### config.mk
export PLATFORM = sky130hd
export DESIGN_NAME = eomc_regs
export DESIGN_NICKNAME = d
export VERILOG_FILES = /design/src/rtl/eomc_pkg.sv /design/src/rtl/eomc_regs.sv
export SDC_FILE = /design/constraint.sdc
export NUM_CORES = 1
export LEC_CHECK = 0
export BUFFER_PORTS_ARGS = -buffer_cell sky130_fd_sc_hd__clkbuf_2
export CELL_PAD_IN_SITES_DETAIL_PLACEMENT = 1
export CELL_PAD_IN_SITES_GLOBAL_PLACEMENT = 1
export CORE_UTILIZATION = 37
export DETAILED_ROUTE_END_ITERATION = 8
export GPL_ROUTABILITY_DRIVEN = 0
export GPL_TIMING_DRIVEN = 0
export PLACE_DENSITY_LB_ADDON = 0.1
export SYNTH_ARGS = -nofsm -noshare
export SYNTH_HDL_FRONTEND = slang
export SYNTH_SLANG_ARGS = --single-unit
### constraint.sdc
create_clock -name hclk -period 3.69 [get_ports hclk]
set_input_delay 0.369 -clock hclk [delete_from_list [all_inputs] [get_ports hclk]]
set_output_delay 0.369 -clock hclk [all_outputs]
set_load 0.005 [all_outputs]
### src/rtl/eomc_pkg.sv
// Notes on behaviour
// - pulse b selector bits 7:6, reset 01
// - b: 00 active, 01 reactive, 1x apparent/current
// - pulse a selector bits 5:4, reset 00
// - choice 0: 1x selectors follow apparent power
// - choice 1: 1x selectors follow rms current
// - bit 3 also picks apparent accumulator source
// - no mixed apparent/current across both outputs
// - bit 2 syncs rms updates to crossings
// - bit 1: period 0, frequency 1
// - bit 0 enables waveform sampling, reset 0
// - mode one disable bits gate outputs, reset 1
// - soft reset bit restores register defaults
package eomc_pkg;

  localparam int unsigned ADDR_W = 8;
  // printed offsets are word indices; byte address is four times
  localparam logic [7:0] MODE_ONE_IDX = 8'h0b;
  localparam logic [7:0] MODE_TWO_IDX = 8'h0c;

  localparam logic [7:0] MODE_ONE_RST = 8'h06;
  localparam logic [7:0] MODE_TWO_RST = 8'h40;

  localparam int unsigned M1_SRST_BIT = 7;
  localparam int unsigned M1_DISB_BIT = 2;
  localparam int unsigned M1_DISA_BIT = 1;

  localparam logic [1:0] SEL_ACTIVE   = 2'h0;
  localparam logic [1:0] SEL_REACTIVE = 2'h1;

  localparam logic [1:0] HTRANS_NONSEQ = 2'h2;
  localparam logic [31:0] RDATA_ZERO   = 32'h0000_0000;

  typedef struct packed {
    logic [1:0] sel_b;
    logic [1:0] sel_a;
    logic       choice;
    logic       rms_zx;
    logic       freq;
    logic       wave;
  } eomc_mode_two_type;

  typedef struct packed {
    logic active;
    logic reactive;
    logic apparent;
    logic current;
  } eomc_src_type;

endpackage : eomc_pkg

### src/rtl/eomc_regs.sv
`timescale 1ns/1ns
module eomc_regs #(
  parameter int unsigned ADDR_W = eomc_pkg::ADDR_W
) (
  input  wire logic                  hclk,
  input  wire logic                  hresetn,
  input  wire logic                  hsel,
  input  wire logic [ADDR_W-1:0]     haddr,
  input  wire logic [1:0]            htrans,
  input  wire logic                  hwrite,
  input  wire logic [2:0]            hsize,
  input  wire logic [31:0]           hwdata,
  input  wire logic                  hready,
  output logic                       hreadyout,
  output logic                       hresp,
  output logic [31:0]                hrdata,
  input  wire logic                  compute_tick,
  input  wire eomc_pkg::eomc_src_type src,
  input  wire logic                  zero_cross,
  input  wire logic                  rms_ready,
  output logic                       pulse_out_a,
  output logic                       pulse_out_b,
  output logic                       apparent_energy_accum_inc,
  output logic                       rms_update,
  output logic                       period_or_freq_select,
  output logic                       waveform_sampling_enable,
  output logic                       engine_soft_reset
);

  if (ADDR_W < 8)
  begin : g_addr_check
    $error("address width too small for register map");
  end

  function automatic logic [ADDR_W-1:0] byte_addr(input logic [7:0] idx);
    byte_addr = ADDR_W'({idx, 2'b00});
  endfunction : byte_addr

  // one shared choice bit feeds both outputs, so they cannot mix
  function automatic logic pick_src(input logic [1:0] sel,
                                    input logic choice,
                                    input eomc_pkg::eomc_src_type s);
    if (sel == eomc_pkg::SEL_ACTIVE)
      pick_src = s.active;
    else if (sel == eomc_pkg::SEL_REACTIVE)
      pick_src = s.reactive;
    else
      pick_src = choice ? s.current : s.apparent;
  endfunction : pick_src

  logic [ADDR_W-1:0]           addr_r;
  logic                        wr_pend_r;
  logic [7:0]                  mode_one_r;
  logic [7:0]                  mode_one_nxt;
  eomc_pkg::eomc_mode_two_type mode_two_r;
  eomc_pkg::eomc_mode_two_type mode_two_nxt;
  eomc_pkg::eomc_mode_two_type eff_r;
  eomc_pkg::eomc_mode_two_type eff_nxt;
  logic [31:0]                 hrdata_r;
  logic                        pulse_a_r;
  logic                        pulse_b_r;
  logic                        accum_r;
  logic                        rms_upd_r;
  logic                        srst_r;

  wire logic addr_ok    = hsel & hready & (htrans == eomc_pkg::HTRANS_NONSEQ);
  wire logic wr_take    = addr_ok & hwrite;
  wire logic rd_take    = addr_ok & ~hwrite;
  wire logic hit_one_w  =
    wr_pend_r & (addr_r == byte_addr(eomc_pkg::MODE_ONE_IDX));
  wire logic hit_two_w  =
    wr_pend_r & (addr_r == byte_addr(eomc_pkg::MODE_TWO_IDX));
  wire logic srst_req   = hit_one_w & hwdata[eomc_pkg::M1_SRST_BIT];
  wire logic hit_one_r  = haddr == byte_addr(eomc_pkg::MODE_ONE_IDX);
  wire logic hit_two_r  = haddr == byte_addr(eomc_pkg::MODE_TWO_IDX);
  wire logic dis_a      = mode_one_r[eomc_pkg::M1_DISA_BIT];
  wire logic dis_b      = mode_one_r[eomc_pkg::M1_DISB_BIT];

  // soft reset overrides the write that carries it; the bit never sticks
  assign mode_one_nxt =
    srst_req  ? eomc_pkg::MODE_ONE_RST :
    hit_one_w ? hwdata[7:0] : mode_one_r;
  assign mode_two_nxt =
    srst_req  ? eomc_pkg::MODE_TWO_RST :
    hit_two_w ? hwdata[7:0] : mode_two_r;
  // source selection is sampled once per compute cycle
  assign eff_nxt =
    srst_req     ? eomc_pkg::MODE_TWO_RST :
    compute_tick ? mode_two_r : eff_r;

  // forwarding the pending write keeps back-to-back read coherent
  wire logic [31:0] rd_val =
    hit_one_r ? {24'h00_0000, mode_one_nxt} :
    hit_two_r ? {24'h00_0000, mode_two_nxt} : eomc_pkg::RDATA_ZERO;

  wire logic sel_a_v = pick_src(eff_r.sel_a, eff_r.choice, src);
  wire logic sel_b_v = pick_src(eff_r.sel_b, eff_r.choice, src);
  wire logic accum_v = eff_r.choice ? src.current : src.apparent;
  wire logic rms_v   = mode_two_r.rms_zx ? zero_cross : rms_ready;

  always_ff @(posedge hclk or negedge hresetn)
  begin
    if (!hresetn)
    begin
      addr_r     <= '0;
      wr_pend_r  <= 1'b0;
      hrdata_r   <= eomc_pkg::RDATA_ZERO;
    end
    else
    begin
      if (hready)
      begin
        addr_r    <= haddr;
        wr_pend_r <= wr_take;
      end
      if (rd_take)
        hrdata_r <= rd_val;
    end
  end

  always_ff @(posedge hclk or negedge hresetn)
  begin
    if (!hresetn)
    begin
      mode_one_r <= eomc_pkg::MODE_ONE_RST;
      mode_two_r <= eomc_pkg::MODE_TWO_RST;
      eff_r      <= eomc_pkg::MODE_TWO_RST;
      srst_r     <= 1'b0;
    end
    else
    begin
      mode_one_r <= mode_one_nxt;
      mode_two_r <= mode_two_nxt;
      eff_r      <= eff_nxt;
      srst_r     <= srst_req;
    end
  end

  always_ff @(posedge hclk or negedge hresetn)
  begin
    if (!hresetn)
    begin
      pulse_a_r <= 1'b0;
      pulse_b_r <= 1'b0;
      accum_r   <= 1'b0;
      rms_upd_r <= 1'b0;
    end
    else
    begin
      pulse_a_r <= sel_a_v & ~dis_a;
      pulse_b_r <= sel_b_v & ~dis_b;
      accum_r   <= accum_v;
      rms_upd_r <= rms_v;
    end
  end

  assign hreadyout                 = 1'b1;
  assign hresp                     = 1'b0;
  assign hrdata                    = hrdata_r;
  assign pulse_out_a               = pulse_a_r;
  assign pulse_out_b               = pulse_b_r;
  assign apparent_energy_accum_inc = accum_r;
  assign rms_update                = rms_upd_r;
  assign period_or_freq_select     = mode_two_r.freq;
  assign waveform_sampling_enable  = mode_two_r.wave;
  assign engine_soft_reset         = srst_r;

  // fields of the write data phase, for checks on what gets stored
  wire eomc_pkg::eomc_mode_two_type wr_fields = hwdata[7:0];
endmodule : eomc_regs

==> flow_metrics.tcl <==
set metrics [dict create \
    viasPerCell 4.83 \
    cp-start-kind "register" \
    synth_seq_cells 43 \
    vdd_drop_max_mv 0.166 \
    post_cts_buffers 0 \
    wl_per_cell_um 13.8 \
    clock_path_buffers 2 \
    ys_types 40 \
    reg2reg_to "hrdata[6]" \
    cts_buffers 5 \
    drtIter0Drc 64 \
    path_class "reg2reg" \
    holdBufCountCts 0 \
    row_count 27 \
    grtUsageTotal 0.168 \
    hold_path.class "in2async" \
    drc 0 \
    vias 1633 \
    wl_met3_um 198 \
    syn_area_mm2 0.00211 \
    fp.dieArea_mm2 0.00601 \
    outcome "completed" \
    tightest_slew_ps 1080 \
    clkSinkCount 43 \
    cp.arrival_ps 2310 \
    cts-root-buf "clkbuf_8" \
    yosysTopAreaCell "dfrtp_1" \
    h-tree-depth 2 \
    dp_hpwl_um 3650 \
    grt_pass1_vias 1651 \
    rsz0062_at_grt "false" \
    met1Wirelength_um 2150 \
    final_nets 322 \
    timing.setup.tns_ps 0 \
    grt_max_degree 44 \
    antenna_found_initial 0 \
    drt_first_pass_iters 6 \
    power_density_mw_per_mm2 358 \
    clk_latency_ps 290 \
    syn_avg_cell_area_um2 11.0 \
    synth_top_area_frac 0.463 \
    cts.repair.resized 0 \
    fin_worst_skew_ps 5.09 \
    maxSlewViolCount 0 \
    postRouteWirelength_um 4660 \
    period_needed_ps 2140 \
    ant_nets 0 \
    fillers 645 \
    portBuffers 43 \
    drive_gt1_frac 0.372 \
    clk_pin_slew_worst_paths_ps 80 \
    cts_tree "yes" \
    coreArea_mm2 0.00551 \
    multiInputGateArea_um2 851 \
    worstSetupEndpointType "register" \
    grt_pass1_wl_um 7860 \
    timing.rr.start "addr_r[1]" \
    rr_worst_depth 5 \
    diodes 0 \
    wl_met2_um 2220 \
    leakage_nw 1.37 \
    initial_utilization 0.383 \
    holdWs_ps 267 \
    yosysSeqAreaShare 0.512 \
    routed.top_layer "met4" \
    finalSetupViolations 0 \
    die_h_um 77.5 \
    cap_violations 0 \
    crit_fanout 8 \
    final.period_utilization 0.579 \
    max_freq_ghz 0.468 \
    regArea_mm2 0.00108 \
    die_x_um 77.5 \
    synth_area_leaders "dfrtp_1 (46%), buf_4 (9.3%), dfstp_2 (5.0%), mux2_2 (4.8%), mux2i_1 (2.8%)" \
    grt_overflow 0 \
    yosys_warnings 0 \
    max_slew_margin 0.278 \
    hold_viol 0 \
    syn_to_final_growth_pct 23.5 \
    crit_required_ps 3860 \
    num_io_pins 98 \
    syn_inst 191 \
    ff2ff_setup_slack_ps 1550 \
]
==> cells by family after synthesis <==
logic type	after synthesis	share of synthesized area
and+or+nand+nor	47	0.136
muxes	15	0.0765
other	2	0.00356
buffers and inverters	43	0.127
DFF	43	0.512
AOI/OAI and AO/OA	41	0.144
==> through the flow <==
stage | instance area [um^2] | power [mW] | util | worst slack, ps | instances
finish | 2610 | 0.932 | 0.473 | 1550 | 338
global route | 2610 | 0.971 | 0.473 | 1360 | 338
CTS | 2610 | 0.947 | 0.473 | 1540 | 338
detailed placement | 2500 | 0.615 | 0.455 | 1540 | 330
global placement | 2500 | 0.612 | 0.455 | 1570 | 330
floorplan | 2200 | 0.571 | - | 1810 | 215
==> worst max-delay path by stage <==
stage | endpoint | slack, ps | from
5_1_grt | hrdata[6] | 1360 | addr_r[1]
6_report | hrdata[6] | 1550 | addr_r[1]
3_5_place_dp | hrdata[6] | 1540 | addr_r[1]
4_1_cts | hrdata[6] | 1540 | addr_r[1]
2_1_floorplan | hrdata[0] | 1810 | haddr[0]
3_3_place_gp | hrdata[6] | 1570 | addr_r[1]
==> report_power, final <==
| part | internal, mW | switching [mW] | total [mW] |
|---|---|---|---|
| logic | 0.0531 | 0.0509 | 0.104 |
| registers | 0.490 | 0.0107 | 0.500 |
| clock network | 0.171 | 0.157 | 0.328 |
==> registers in the layout, summed over array words and instances, names as in the netlist, 5 cells and up <==
signal	flops
addr_r	8
hrdata	8
mode_one_r	8
mode_two_r	6
eff_r	5
==> placed cells by master, fill, tap and decap left out, drive strengths merged, types with 3 or more instances in the layout <==
cell type	n
clkbuf	54
dfrtp	39
buf	29
conb	26
nand2	13
inv	11
o21ai	11
mux2	9
nor2	9
nand3	7
mux2i	6
a221o	5
o31ai	5
a22o	4
o22ai	4
a211oi	4
dfstp	4
nor2b	3
and3	3
a22oi	3
o221ai	3
==> worst max-delay path, cell delays in order (launching register included) <==
cell and delay (ps):
dfrtp_1 390, nor4b_2 500, and3_1 230, clkbuf_1 330
a22oi_1 190, a221o_1 380
==> per-layer routing <==
layer / vias to the layer above / track usage
met5: - / 0
met4: 0 / 0.0736
met3: 9 / 0.0318
met2: 47 / 0.261
met1: 796 / 0.229
li1: 781 / -
==> Yosys cell counts <==
| cell type | instances |
|---|---|
| a211oi_1 | 4 |
| a21oi_1 | 1 |
| a221o_1 | 5 |
| a22o_1 | 4 |
| a22oi_1 | 3 |
| and3_1 | 3 |
| and3b_1 | 1 |
| and4b_1 | 1 |
| buf_1 | 1 |
| buf_2 | 1 |
| buf_4 | 26 |
| buf_6 | 1 |
| clkbuf_1 | 3 |
| conb_1 | 2 |
| dfrtp_1 | 39 |
| dfstp_2 | 4 |
| inv_1 | 11 |
| mux2_2 | 9 |
| mux2i_1 | 6 |
| nand2_1 | 13 |
| nand2b_1 | 1 |
| nand3_1 | 7 |
| nand3b_4 | 1 |
| nand4b_1 | 1 |
| nor2_1 | 8 |
| nor2_4 | 1 |
| nor2b_1 | 3 |
| nor3b_1 | 1 |
| nor4_1 | 1 |
| nor4b_2 | 1 |
| o211ai_1 | 1 |
| o21ai_0 | 11 |
| o221ai_1 | 3 |
| o22ai_1 | 4 |
| o31ai_1 | 3 |
| o31ai_2 | 2 |
| or2_2 | 1 |
| or4_4 | 1 |
| or4b_4 | 1 |
| or4bb_1 | 1 |
==> final cells by class <==
class | instances | share of cell area
buffer | 32 | 0.0869
inverter | 11 | 0.0159
clock buffer | 8 | 0.0384
tap | 72 | 0.0346
multi-input combinational | 129 | 0.327
sequential | 43 | 0.415
timing repair buffer | 43 | 0.0826
Power figures use the tool's default switching activity.
